File: src/core/btec_regs.vh
`ifndef BTEC_REGS_VH
`define BTEC_REGS_VH
`define BTEC_RESP_BUS_ERROR 2'h0
`define BTEC_RESP_RETRY 2'h1
`define BTEC_RESP_NORMAL 2'h2
`define BTEC_RESP_WAIT 2'h3
`define BTEC_PST_HALTED 4'h5
`define BTEC_PST_RUN 4'h0
`define BTEC_LINE_BEATS 3'h4
`define BTEC_BEAT_W 2
`endif

File: src/core/btec_resp_decode.v
`timescale 1ns/1ps
`include "btec_regs.vh"
module btec_resp_decode
(
  input wire i_xfer_ack_n,
  input wire i_xfer_error_ack_n,
  output reg [1:0] o_resp
);
  always @*
  begin
    case ({i_xfer_ack_n, i_xfer_error_ack_n})
      2'h2: o_resp = `BTEC_RESP_BUS_ERROR;
      2'h0: o_resp = `BTEC_RESP_RETRY;
      2'h1: o_resp = `BTEC_RESP_NORMAL;
      default: o_resp = `BTEC_RESP_WAIT;
    endcase
  end
endmodule

File: src/core/btec_sync2.v
`timescale 1ns/1ps
module btec_sync2 #(
  parameter WIDTH = 3,
  parameter [WIDTH-1:0] INIT = {WIDTH{1'b1}}
)
(
  input wire i_clock,
  input wire i_rstn,
  input wire i_ce,
  input wire [WIDTH-1:0] i_async,
  output reg [WIDTH-1:0] o_sync
);
  reg [WIDTH-1:0] meta_q;
  always @(posedge i_clock or negedge i_rstn)
  begin
    if (!i_rstn)
    begin
      meta_q <= INIT;
      o_sync <= INIT;
    end
    else if (i_ce)
    begin
      meta_q <= i_async;
      o_sync <= meta_q;
    end
  end
endmodule

File: src/core/btec_ctrl.v
// Behaviour
// - Decode acknowledge pair into four results.
// - Bus error ends access, abandons line.
// - Prefetch error deferred until instruction used.
// - Later line beat error only if requested.
// - Misaligned span error on beats one/two immediate.
// - Write or requested read error immediate.
// - Victim line invalidated before fill, stays.
// - Dirty victim restored from push buffer.
// - Push error: keep after fill, invalidate explicit.
// - Write-through error keeps updated line valid.
// - Retry reissues cycle, except snooped push.
// - Locked cycles retried separately, lock held.
// - Burst retry only first beat, else error.
// - Inhibited line retry only initial transfer.
// - Grant negated with retry: release, retry later.
// - Error while stacking state: double fault.
// - Halted drives status code five until reset.
// - Halted negates request, tristates outputs.
// - Handler errors not double; retry unbounded.
`timescale 1ns/1ps
`include "btec_regs.vh"
module btec_ctrl
(
  input wire i_clock,
  input wire i_rstn,
  input wire i_ce,
  input wire i_xfer_ack_n,
  input wire i_xfer_error_ack_n,
  input wire i_bus_grant_in_n,
  input wire i_start,
  input wire i_is_line,
  input wire i_is_burst,
  input wire i_is_write,
  input wire i_is_prefetch,
  input wire i_is_push,
  input wire i_push_after_fill,
  input wire i_cache_push_instr,
  input wire i_write_through,
  input wire i_misaligned,
  input wire [1:0] i_req_beat,
  input wire i_req_valid,
  input wire i_victim_valid,
  input wire i_victim_dirty,
  input wire i_locked,
  input wire i_locked_last,
  input wire i_snoop_inval,
  input wire i_stacking,
  input wire i_use_prefetch,
  input wire i_flush_prefetch,
  output reg o_busy,
  output reg o_done,
  output reg o_retry_issue,
  output reg o_exc_now,
  output reg o_exc_deferred,
  output reg o_line_cached,
  output reg o_victim_inval,
  output reg o_victim_restore,
  output reg o_push_line_inval,
  output reg o_wt_line_keep,
  output reg o_lock_n,
  output reg o_atomic_final_cycle_n,
  output reg o_bus_request_out_n,
  output reg o_outputs_oe,
  output reg o_halted,
  output reg [3:0] o_proc_status_code,
  output reg [1:0] o_beat
);
  // ----------------------------------------
  // Input synchronisation and decode.
  // ----------------------------------------
  wire [2:0] pins_s;
  wire [1:0] resp;
  wire ack_s;
  wire err_s;
  wire grant_s;
  btec_sync2 #(.WIDTH(3), .INIT(3'h7)) u_sync
  (
    .i_clock(i_clock),
    .i_rstn(i_rstn),
    .i_ce(i_ce),
    .i_async({i_xfer_ack_n, i_xfer_error_ack_n, i_bus_grant_in_n}),
    .o_sync(pins_s)
  );
  assign ack_s = pins_s[2];
  assign err_s = pins_s[1];
  assign grant_s = pins_s[0];
  btec_resp_decode u_dec
  (
    .i_xfer_ack_n(ack_s),
    .i_xfer_error_ack_n(err_s),
    .o_resp(resp)
  );

  // ----------------------------------------
  // State machine.
  // ----------------------------------------
  localparam ST_IDLE = 3'h0;
  localparam ST_CYCLE = 3'h1;
  localparam ST_RELEASE = 3'h2;
  localparam ST_REARB = 3'h3;
  localparam ST_HALT = 3'h4;

  reg [2:0] state_q;
  reg [2:0] state_d;
  reg line_q;
  reg burst_q;
  reg write_q;
  reg prefetch_q;
  reg push_q;
  reg push_fill_q;
  reg wt_q;
  reg misal_q;
  reg [1:0] req_beat_q;
  reg req_valid_q;
  reg victim_dirty_q;
  reg locked_last_q;
  reg pf_err_q;

  wire last_beat;
  wire retry_ok;
  wire is_error;
  wire want_now;
  wire relinquish;
  assign last_beat = !line_q || (o_beat == 2'h3);
  assign retry_ok = !line_q || (o_beat == 2'h0);
  assign is_error = (resp == `BTEC_RESP_BUS_ERROR) ||
                    ((resp == `BTEC_RESP_RETRY) && !retry_ok);
  assign relinquish = (resp == `BTEC_RESP_RETRY) && retry_ok && grant_s;
  assign want_now = write_q || misal_q && (o_beat <= 2'h1) ||
                    req_valid_q && (!line_q || req_beat_q == o_beat) && !prefetch_q;

  always @*
  begin
    state_d = state_q;
    case (state_q)
      ST_IDLE:
      begin
        if (i_start)
        begin
          state_d = ST_CYCLE;
        end
      end
      ST_CYCLE:
      begin
        if (resp != `BTEC_RESP_WAIT)
        begin
          if (is_error && i_stacking)
          begin
            state_d = ST_HALT;
          end
          else if (is_error)
          begin
            state_d = ST_IDLE;
          end
          else if (relinquish)
          begin
            state_d = ST_RELEASE;
          end
          else if (resp == `BTEC_RESP_RETRY && push_q && i_snoop_inval)
          begin
            state_d = ST_IDLE;
          end
          else if (resp == `BTEC_RESP_NORMAL && last_beat)
          begin
            state_d = ST_IDLE;
          end
        end
      end
      ST_RELEASE:
      begin
        state_d = ST_REARB;
      end
      ST_REARB:
      begin
        if (!grant_s)
        begin
          state_d = (push_q && i_snoop_inval) ? ST_IDLE : ST_CYCLE;
        end
      end
      ST_HALT:
      begin
        state_d = ST_HALT;
      end
      default:
      begin
        state_d = ST_IDLE;
      end
    endcase
  end

  always @(posedge i_clock or negedge i_rstn)
  begin
    if (!i_rstn)
    begin
      state_q <= ST_IDLE;
      {line_q, burst_q, write_q, prefetch_q, push_q, push_fill_q} <= 6'h00;
      {wt_q, misal_q, req_valid_q, victim_dirty_q, locked_last_q} <= 5'h00;
      req_beat_q <= 2'h0;
      pf_err_q <= 1'b0;
      o_busy <= 1'b0;
      o_done <= 1'b0;
      o_retry_issue <= 1'b0;
      o_exc_now <= 1'b0;
      o_exc_deferred <= 1'b0;
      o_line_cached <= 1'b0;
      o_victim_inval <= 1'b0;
      o_victim_restore <= 1'b0;
      o_push_line_inval <= 1'b0;
      o_wt_line_keep <= 1'b0;
      o_lock_n <= 1'b1;
      o_atomic_final_cycle_n <= 1'b1;
      o_bus_request_out_n <= 1'b1;
      o_outputs_oe <= 1'b1;
      o_halted <= 1'b0;
      o_proc_status_code <= `BTEC_PST_RUN;
      o_beat <= 2'h0;
    end
    else if (i_ce)
    begin
      state_q <= state_d;
      o_done <= 1'b0;
      o_retry_issue <= 1'b0;
      o_exc_now <= 1'b0;
      o_line_cached <= 1'b0;
      o_victim_inval <= 1'b0;
      o_victim_restore <= 1'b0;
      o_push_line_inval <= 1'b0;
      o_wt_line_keep <= 1'b0;
      o_busy <= (state_d == ST_CYCLE) || (state_d == ST_REARB);
      o_bus_request_out_n <= !((state_d == ST_CYCLE) || (state_d == ST_REARB));
      if (i_flush_prefetch)
      begin
        o_exc_deferred <= 1'b0;
        pf_err_q <= 1'b0;
      end
      else if (i_use_prefetch && pf_err_q)
      begin
        o_exc_now <= 1'b1;
        pf_err_q <= 1'b0;
        o_exc_deferred <= 1'b0;
      end
      case (state_q)
        ST_IDLE:
        begin
          if (i_start)
          begin
            line_q <= i_is_line;
            burst_q <= i_is_burst;
            write_q <= i_is_write;
            prefetch_q <= i_is_prefetch;
            push_q <= i_is_push;
            push_fill_q <= i_push_after_fill;
            wt_q <= i_write_through;
            misal_q <= i_misaligned;
            req_beat_q <= i_req_beat;
            req_valid_q <= i_req_valid;
            victim_dirty_q <= i_victim_dirty;
            locked_last_q <= i_locked_last;
            o_beat <= 2'h0;
            o_victim_inval <= i_is_line && !i_is_write && i_victim_valid;
            o_lock_n <= !i_locked;
            o_atomic_final_cycle_n <= !i_locked_last;
          end
        end
        ST_CYCLE:
        begin
          if (resp != `BTEC_RESP_WAIT)
          begin
            if (is_error)
            begin
              o_done <= 1'b1;
              o_beat <= 2'h0;
              o_lock_n <= 1'b1;
              o_atomic_final_cycle_n <= 1'b1;
              if (!i_stacking)
              begin
                if (prefetch_q)
                begin
                  pf_err_q <= 1'b1;
                  o_exc_deferred <= 1'b1;
                end
                else if (want_now)
                begin
                  o_exc_now <= 1'b1;
                end
              end
              o_victim_restore <= line_q && !write_q && victim_dirty_q;
              o_push_line_inval <= push_q && (i_cache_push_instr || !push_fill_q);
              o_wt_line_keep <= write_q && wt_q;
            end
            else if (resp == `BTEC_RESP_RETRY)
            begin
              o_retry_issue <= !(push_q && i_snoop_inval);
              o_lock_n <= o_lock_n;
              o_atomic_final_cycle_n <= !locked_last_q;
            end
            else if (last_beat)
            begin
              o_done <= 1'b1;
              o_line_cached <= line_q && !write_q;
              o_beat <= 2'h0;
              o_atomic_final_cycle_n <= 1'b1;
              o_lock_n <= !(o_lock_n == 1'b0 && !locked_last_q);
            end
            else
            begin
              o_beat <= o_beat + 2'h1;
            end
          end
        end
        ST_REARB:
        begin
          if (!grant_s)
          begin
            o_retry_issue <= !(push_q && i_snoop_inval);
          end
        end
        ST_HALT:
        begin
          o_halted <= 1'b1;
          o_proc_status_code <= `BTEC_PST_HALTED;
          o_bus_request_out_n <= 1'b1;
          o_outputs_oe <= 1'b0;
          o_busy <= 1'b0;
          o_lock_n <= 1'b1;
          o_atomic_final_cycle_n <= 1'b1;
        end
        default:
        begin
          o_beat <= o_beat;
        end
      endcase
    end
  end
endmodule

File: config.mk
export PLATFORM = sky130hd
export DESIGN_NAME = btec_ctrl
export DESIGN_NICKNAME = d
export VERILOG_FILES = /design/src/core/btec_resp_decode.v /design/src/core/btec_sync2.v /design/src/core/btec_ctrl.v
export VERILOG_INCLUDE_DIRS = /design/src /design/src/core
export SDC_FILE = /design/constraint.sdc
export NUM_CORES = 1
export LEC_CHECK = 0
export BUFFER_PORTS_ARGS = -buffer_cell sky130_fd_sc_hd__buf_2
export CORE_AREA = 2 2 70 72
export CTS_BUF_LIST = sky130_fd_sc_hd__clkbuf_16
export CTS_CLUSTER_SIZE = 28
export DETAILED_ROUTE_END_ITERATION = 10
export DIE_AREA = 0 0 72 74
export PLACE_DENSITY = 0.7
export SYNTH_ARGS = -nofsm -noshare
export SYNTH_HDL_FRONTEND = slang
export SYNTH_SLANG_ARGS = --single-unit
File: constraint.sdc
create_clock -name i_clock -period 1.65 [get_ports i_clock]
set_input_delay 0.2475 -clock i_clock [delete_from_list [all_inputs] [get_ports i_clock]]
set_output_delay 0.2475 -clock i_clock [all_outputs]
set_load 0.02 [all_outputs]
==> results of run 1 <==
[synthesized netlist by cell type (all sizes together) (3+ instances only)]
cell type | n | area, µm²
a21oi | 7 | 42.5
buf | 10 | 75.1
dfrtp | 29 | 726
dfstp | 10 | 263
ha | 3 | 37.5
inv | 8 | 30.0
mux2 | 19 | 218
nand2 | 12 | 47.6
nand2b | 3 | 18.8
nand3 | 4 | 25.0
nor2 | 6 | 38.8
nor2b | 4 | 27.5
o21ai | 15 | 78.8
o2bb2ai | 4 | 35.0
[worst paths after layout]
path / startpoint / endpoint / slack [ns] / depth (start not counted)
hold reg to reg: o_outputs_oe / o_outputs_oe / 0.43 / 2
setup reg to reg: o_beat[0] / o_beat[1] / 0.03 / 7
max in group asynchronous: i_rstn / o_outputs_oe / 0.59 / 3
setup / recovery: o_beat[0] / o_beat[1] / 0.03 / 7
hold / removal: i_is_write / o_victim_inval / 0.18 / 2
min in group asynchronous: i_rstn / o_victim_inval / 0.47 / 2
[final cells by class]
cell class / count / area, µm²
clock inverters: 3 / 38.8
repair buffers: 65 / 393
flip-flops and latches: 39 / 991
clock buffers: 5 / 125
multi-input cells: 112 / 897
well taps: 54 / 67.6
fillers: 394 / 2050
inverters: 9 / 33.8
[stage by stage]
stage	instances	TNS, ns
after floorplan	171	0
after global placement	275	0
after detailed placement	275	-0.0338
after CTS	284	0
after global routing	287	-0.0593
final	287	0
[kinds of logic after synthesis]
| family | count (synthesis) |
|---|---|
| flip-flops | 39 |
| XOR/XNOR | 3 |
| multiplexers | 21 |
| other | 1 |
| AO/OA/AOI/OAI | 44 |
| AND/OR/NAND/NOR | 39 |
| adder cells (fa/ha/maj) | 3 |
| buffers and inverters | 20 |
[sequential cells by signal, summed over array words and instances (netlist names), 2 cells and up]
signal	count
o_beat	2
req_beat_q	2
state_q	3
u_sync.meta_q	3
u_sync.o_sync	3
[report_power, final]
group | switching (mW) | total, mW | internal [mW]
sequential | 0.271 | 1.56 | 1.29
combinational | 0.666 | 1.38 | 0.714
clock | 0.355 | 1.06 | 0.704
[placed cells by master, fill, tap and decap left out, types with 2 or more instances in the layout]
cell type	n
inv_2	2
dfstp_2	10
o211a_1	2
mux2_2	17
buf_2	44
inv_1	6
mux2i_1	2
ha_1	3
a21bo_2	2
dfrtp_2	2
nand4_1	2
o21ai_0	13
nand2_1	11
clkbuf_16	5
buf_4	19
conb_1	2
xor2_1	2
nor2b_2	2
dfrtp_1	27
nor2_1	5
o2bb2ai_1	4
clkinv_1	2
nand3_1	3
a21oi_1	5
nand2b_1	2
nor2b_1	2
[routing by layer]
layer | global-route usage | up-vias | routed length [µm]
li1 | - | 731 | -
met1 | 0.212 | 725 | 1830
met2 | 0.289 | 35 | 1970
met3 | 0.0474 | 5 | 201
met4 | 0.0587 | 0 | 54
met5 | 0 | - | 0
[what timing repair did]
action / in CTS / in global routing
endpoints found under the hold margin: 15 / 0
pin swaps: 0 / 2
setup buffers: 0 / 3
gates resized for setup: 2 / 6
hold buffers: 1 / 0
endpoints found under the setup margin: 8 / 12
cloned: 0 / 0
==> run_results.csv, run 1 <==
group,metric,value,unit
timing,rsz0062_at_grt,"yes",
power,worst_ir_drop_vdd,0.796,mV
worst_setup_path,path_cells,"inv_2 > ha_1 > nand2b_4 > buf_4 > a21oi_2 > o211ai_2 > mux2_1",
routing,viasPerCell,5.21,
routing,wl,4050,µm
timing,hold_viol_final,0,
cells_and_area,drive_above_1_share,0.519,
synthesis,synthesis.area,1980,µm²
synthesis,synth_fa_ha_area_frac,0.0190,
die,ioPinCount,48,
placement,placed_area,2330,µm²
global_routing,grt_max_degree,23,
job,max_cap_viol_count,0,
placement,place_ws,-0.0257,ns
clock_tree,cts.sinks,39,
synthesis,synthSimpleGateAreaFrac,0.122,
run_status,outcome,"finished clean",
global_routing,grt_pass1_vias,1528,
synthesis,synth_cells,170,
power,total_power,4.00,mW
worst_setup_path,worstPathArrival,1.78,ns
cells_and_area,nets,262,
cells_and_area,fin_util,0.554,
worst_setup_path,end_kind,"register",
die,die_x,72,µm
routing,via_count,1496,
die,initial_utilization,0.430,
synthesis,synthMuxAreaShare,0.120,
clock_tree,worstSkewPairLatency,0.28,ns
synthesis,avgSynthCellArea,11.6,µm²
timing,setup_viol,0,
clock_tree,cts_root_buffer,"clkbuf_16",
worst_setup_path,max_stage_delay,0.40,ns
synthesis,synth_ff_type,"dfrtp_1",
power,p_leak,1.21,nW
timing,fin_skew,0.00150,ns
global_routing,grt_overflow,0,
routing,ant_nets,0,
global_routing,antenna_found_initial,0,
global_routing,grt_usage,0.171,
synthesis,synth-seq-cells,39,
synthesis,synth-edff-count,0,
power,p_per_area,1570,nW/µm²
timing,layout_min_cycle_time,1.62,ns
global_routing,grt_pass1_wl,6970,µm
worst_setup_path,cp_slowest_cell,"dfrtp_2",
clock_tree,clock_path_buffers,2,
placement,dpl.hpwl,3060,µm
synthesis,ys_seq_area_frac,0.500,
die,fp.coreArea,4600,µm²
synthesis,synthArstFlopShare,1.00,
synthesis,synth_compound_area_frac,0.166,
worst_setup_path,worstPathRequired,1.81,ns
timing,slew_viol_final,0,
die,die_h,74,µm
cells_and_area,syn2layout_area_growth,28.9,%
clock_tree,tritoncts,"yes",
cells_and_area,postLayoutCellArea,2550,µm²
routing,drc_errors,0,
synthesis,yosys_warnings,0,
synthesis,synth_xor_area_frac,0.0133,
die,rows,25,
worst_setup_path,critPathBufInv,2,
routing,routedWlPerCell,14.1,µm
clock_tree,htree_levels,2,
placement,gp_congestion,0.798,
worst_setup_path,crit_type,"reg -> reg",
timing,timing.final.ws_setup,0.0306,ns
timing,period_share,0.981,
synthesis,ys_types,55,
routing,firstDrtPassIters,4,
clock_tree,numCtsBuffers,5,
timing,timing.hold.ws,0.177,ns
worst_setup_path,crit_fanout,4,
min_path,hold_class,"in -> reg",
timing,timing.fmax,618,MHz
routing,initialDrtViolationCount,26,
cells_and_area,n_antenna_cell,0,
die,die-area,5330,µm²
placement,portBuffers,44,
worst_setup_path,path_delay_family,"flip-flops",
clock_tree,clk_pin_slew_worst_paths,0.05,ns
synthesis,synth_top_family_by_area,"compound AO/OA/AOI/OAI gates",
worst_setup_path,start_kind,"register",
Note: power is estimated with default switching activity, not from simulation.
==> run 2: changes to the inputs <==
CAP_MARGIN = 20   (was unset)
CORE_AREA = 2 2 68 70   (was 2 2 70 72)
DIE_AREA = 0 0 70 72   (was 0 0 72 74)
==> run 2 against run 1 <==
  * Total power down 5.1%
  * Sequential cell count unchanged
  * Critical path depth down 3
  * First-iteration DRC count up 140%
  * Die area down 5.4%
  * Routed wire length down 2.3%
  * Fmax up 2.5%
  * Worst hold slack worse by 0.0030 ns
  * Sequential power about the same
  * Critical endpoint is now o_atomic_final_cycle_n
  * Largest cell class unchanged
==> run_results.csv, run 2 (synthesis gave the netlist of run 1 again) <==
group,metric,value,unit
clock_tree,clock_path_buffers,2,
cells_and_area,syn2layout_area_growth,26.4,%
cells_and_area,nets,259,
routing,via_count,1471,
routing,drc_errors,0,
clock_tree,cts_setup_buffers,0,
cells_and_area,fin_util,0.586,
worst_setup_path,crit_type,"reg -> reg",
timing,period_share,0.958,
clock_tree,cts.sinks,39,
placement,dpl.hpwl,2990,µm
placement,numPlacedInstances,273,
global_routing,grt_pass1_vias,1405,
worst_setup_path,crit_path_end,"o_atomic_final_cycle_n",
worst_setup_path,reg2reg_depth,4,
global_routing,grt_overflow,0,
worst_setup_path,worstPathArrival,1.78,ns
timing,fin_skew,0.00524,ns
cells_and_area,final_cell_mix,"44 x buf_2, 27 x dfrtp_1, 17 x mux2_2",
worst_setup_path,worstReg2RegEnd,"o_atomic_final_cycle_n",
routing,wl,3960,µm
placement,gp_congestion,0.787,
clock_tree,clk_pin_slew_worst_paths,0.06,ns
worst_setup_path,r2r_setup_slack,0.07,ns
timing,hold_viol_final,0,
cells_and_area,drive_above_1_share,0.504,
timing,setup_viol,0,
die,ioPinCount,48,
placement,portBuffers,44,
die,rows,24,
global_routing,antenna_found_initial,0,
clock_tree,numCtsBuffers,5,
cells_and_area,final_cells,282,
die,die-area,5040,µm²
routing,ant_nets,0,
power,p_per_area,1520,nW/µm²
cells_and_area,n_antenna_cell,0,
clock_tree,cts_root_buffer,"clkbuf_16",
routing,firstDrtPassIters,4,
job,max_cap_viol_count,0,
worst_setup_path,end_kind,"register",
run_status,outcome,"finished clean",
global_routing,grt_pass1_wl,6480,µm
die,die_h,72,µm
timing,slew_viol_final,0,
clock_tree,worstSkewPairLatency,0.28,ns
clock_tree,tritoncts,"yes",
global_routing,grt_usage,0.166,
min_path,hold_class,"in -> reg",
timing,timing.fmax,633,MHz
cells_and_area,top_regs,"state_q x3, u_sync.meta_q x3, u_sync.o_sync x3",
clock_tree,htree_levels,2,
worst_setup_path,r2r-start,"state_q[0]",
worst_setup_path,worstPathRequired,1.85,ns
global_routing,grt_max_degree,19,
power,worst_ir_drop_vdd,0.857,mV
timing,layout_min_cycle_time,1.58,ns
worst_setup_path,crit_path_start,"state_q[0]",
routing,viasPerCell,5.22,
worst_setup_path,crit_fanout,12,
die,die_x,70,µm
routing,routedWlPerCell,14.0,µm
die,fp.coreArea,4260,µm²
die,initial_utilization,0.463,
routing,initialDrtViolationCount,63,
power,p_leak,1.19,nW
cells_and_area,layout_commonest_cell,"buf_2",
worst_setup_path,start_kind,"register",
## run 2: changes by cell type in the layout (fill, tap and decap cells not counted), sizes merged
cell and delta:
buf -3, bufinv -1, clkinv -1, clkinvlp +1
inv +1
## run 2: metal layers
layer / GRT usage / share of wire
met4: 0.0641 / 0.015
met3: 0.0417 / 0.048
met1: 0.224 / 0.48
met5: 0 / 0
met2: 0.259 / 0.46
## run 2: cell type report
type,instances,area (µm²)
well taps,52,65.1
fillers,364,1770
repair buffers,62,370
inverters,9,33.8
clock buffers,5,125
flip-flops and latches,39,991
clock inverters,3,16.3
multi-input cells,112,896
## run 2: worst min path at each step
stage | endpoint | slack (ns) | from | cells after the start
global route | o_victim_inval | 0.18 | i_is_write | 2
floorplan | line_q | -0.05 | i_rstn | 0
finish | o_victim_inval | 0.17 | i_is_write | 2
global placement | state_q[1] | 0.13 | i_rstn | 1
CTS | o_victim_inval | 0.17 | i_is_write | 2
detailed placement | state_q[1] | 0.14 | i_rstn | 1
## run 2: what timing repair did
item                                    4_1_cts  5_1_grt
hold buffers                                  1        0
endpoints found under the hold margin         6        0
endpoints found under the setup margin        0       11
gates resized for setup                       0        5
## run 2: through the flow
stage	total power [mW]	setup TNS, ns	worst slack [ns]	hold slack (ns)	instance area, µm²
2_1_floorplan	2.47	0	0.0160	-0.0481	1980
3_3_place_gp	2.84	0	0.0435	0.133	2330
3_5_place_dp	2.87	0	0.0273	0.139	2330
4_1_cts	3.80	0	0.00406	0.168	2480
5_1_grt	4.03	-0.00904	-0.00904	0.184	2500
6_report	3.79	0	0.0693	0.174	2500
## run 2: where the power goes
part / switching, mW / total (mW) / leakage, nW / internal (mW)
clock: 0.359 / 0.909 / 0.0710 / 0.551
combinational: 0.658 / 1.32 / 0.643 / 0.663
sequential: 0.274 / 1.56 / 0.473 / 1.29
## run 2: worst max-delay path, cell delays in order, from the launching register on
cell,delay [ns]
dfrtp_1,0.52
or2_2,0.35
o211a_1,0.25
o21ai_2,0.08
mux2_4,0.31
==> run 3: changes to the inputs <==
BUFFER_PORTS_ARGS = -buffer_cell sky130_fd_sc_hd__clkbuf_2   (was -buffer_cell sky130_fd_sc_hd__buf_2)
SLEW_MARGIN = 20   (was unset)
TNS_END_PERCENT = 5   (was unset)
==> run 3 against run 2 <==
  * Combinational power rose by 3%
  * Total power rose by 11%
  * Utilization rose by 1.6 points
  * Largest cell class unchanged
==> run_results.csv, run 3 (synthesis gave the netlist of run 1 again) <==
group,metric,value,unit
run_status,outcome,"finished clean",
clock_tree,tritoncts,"yes",
job,max_cap_viol_count,0,
die,fp.coreArea,4260,µm²
worst_setup_path,worstPathArrival,1.81,ns
routing,initialDrtViolationCount,68,
routing,firstDrtPassIters,4,
clock_tree,hold_buffers,0,
power,p_per_area,1640,nW/µm²
global_routing,grt_usage,0.175,
routing,drc_errors,0,
cells_and_area,layout_commonest_cell,"clkbuf_2",
worst_setup_path,crit_fanout,4,
cells_and_area,postLayoutCellArea,2560,µm²
worst_setup_path,crit_type,"reg -> reg",
cells_and_area,final_cell_mix,"44 x clkbuf_2, 26 x dfrtp_1, 17 x mux2_2, 17 x buf_4, 12 x o21ai_0",
die,die_x,70,µm
worst_setup_path,end_kind,"register",
power,worst_ir_drop_vdd,0.780,mV
cells_and_area,nets,259,
global_routing,grt_pass1_wl,6970,µm
power,total_power,4.19,mW
timing,layout_min_cycle_time,1.59,ns
routing,wl,4140,µm
global_routing,antenna_found_initial,0,
placement,portBuffers,44,
placement,placed_area,2330,µm²
timing,timing.hold.ws,0.00979,ns
routing,via_count,1498,
clock_tree,worstSkewPairLatency,0.29,ns
die,initial_utilization,0.463,
timing,rsz0062_at_grt,"yes",
clock_tree,htree_levels,2,
worst_setup_path,start_kind,"register",
timing,period_share,0.965,
die,ioPinCount,48,
timing,slew_viol_final,0,
cells_and_area,fin_util,0.601,
routing,viasPerCell,5.31,
global_routing,grt_pass1_vias,1500,
worst_setup_path,worstPathRequired,1.86,ns
cells_and_area,syn2layout_area_growth,29.8,%
power,p_leak,1.20,nW
timing,hold_viol_final,0,
placement,gp_congestion,0.737,
global_routing,grt_max_degree,40,
clock_tree,cts_root_buffer,"clkbuf_16",
routing,ant_nets,0,
cells_and_area,top_regs,"state_q x3, u_sync.meta_q x3, u_sync.o_sync x3",
timing,timing.fmax,628,MHz
cells_and_area,drive_above_1_share,0.539,
die,die_h,72,µm
placement,dpl.hpwl,2980,µm
timing,setup_viol,0,
timing,fin_skew,0.00723,ns
die,die-area,5040,µm²
clock_tree,clk_pin_slew_worst_paths,0.06,ns
timing,timing.final.ws_setup,0.0585,ns
clock_tree,clock_path_buffers,2,
min_path,hold_class,"in -> async",
die,rows,24,
cells_and_area,n_antenna_cell,0,
clock_tree,cts.sinks,39,
clock_tree,numCtsBuffers,5,
routing,routedWlPerCell,14.7,µm
placement,place_ws,-0.0254,ns
global_routing,grt_overflow,0,
==> run 3: changes by cell type in the layout (fill, tap and decap cells not counted), sizes merged <==
cell	previous run	this run
buf	61	18
bufinv	0	2
clkbuf	5	49
clkinv	2	1
dlygate4sd3	1	0
inv	9	8
==> run 3: path summary, 6_finish.rpt <==
check                             startpoint                     end  slack, ns  cells after the start
worst min register to register  o_outputs_oe            o_outputs_oe       0.44                      2
max in group asynchronous             i_rstn               o_beat[0]       1.27                      2
worst max-delay path               o_beat[0]  o_atomic_final_cycle_n       0.06                      5
worst min-delay path                  i_rstn              state_q[1]       0.01                      2
min in group i_clock              i_is_write          o_victim_inval       0.17                      2
worst max register to register     o_beat[0]  o_atomic_final_cycle_n       0.06                      5
==> run 3: cell type report <==
type | count | area (µm²)
Inverter | 9 | 33.8
Sequential cell | 39 | 992
Multi-Input combinational cell | 112 | 912
Clock buffer | 5 | 125
Timing Repair Buffer | 62 | 368
Tap cell | 52 | 65.1
Fill cell | 363 | 1700
Clock inverter | 3 | 67.6
==> run 3: per-stage QoR <==
stage          cells  setup TNS (ns)
2_1_floorplan    171               0
3_3_place_gp     273               0
3_5_place_dp     273         -0.0254
4_1_cts          282         -0.0151
6_report         282               0
5_1_grt          282         -0.0196
==> run 3: what timing repair did <==
action / in CTS / in global routing
setup endpoints to repair: 5 / 11
pin swaps: 1 / 2
resized for setup: 3 / 10
buffers inserted: 1 / 0
==> run 3: metal layers <==
layer  wire length (µm)  GRT usage  vias to the layer above
met5                  0          0                        -
met4                 59     0.0449                        0
met3                204     0.0500                        7
met2               1950      0.295                       37
met1               1930      0.226                      733
li1                   -          -                      721
==> run 3: power breakdown <==
| part | internal (mW) | leakage [nW] | switching (mW) | total, mW |
|---|---|---|---|---|
| clock | 0.866 | 0.0900 | 0.385 | 1.25 |
| sequential | 1.29 | 0.472 | 0.289 | 1.58 |
| combinational | 0.681 | 0.641 | 0.680 | 1.36 |
==> run 3: critical path, stage by stage (launching register included) <==
cell and delay, ns:
dfrtp_2 0.43, ha_1 0.21, nor2b_1 0.23, o21ai_1 0.17, o21ai_2 0.18, mux2_4 0.31
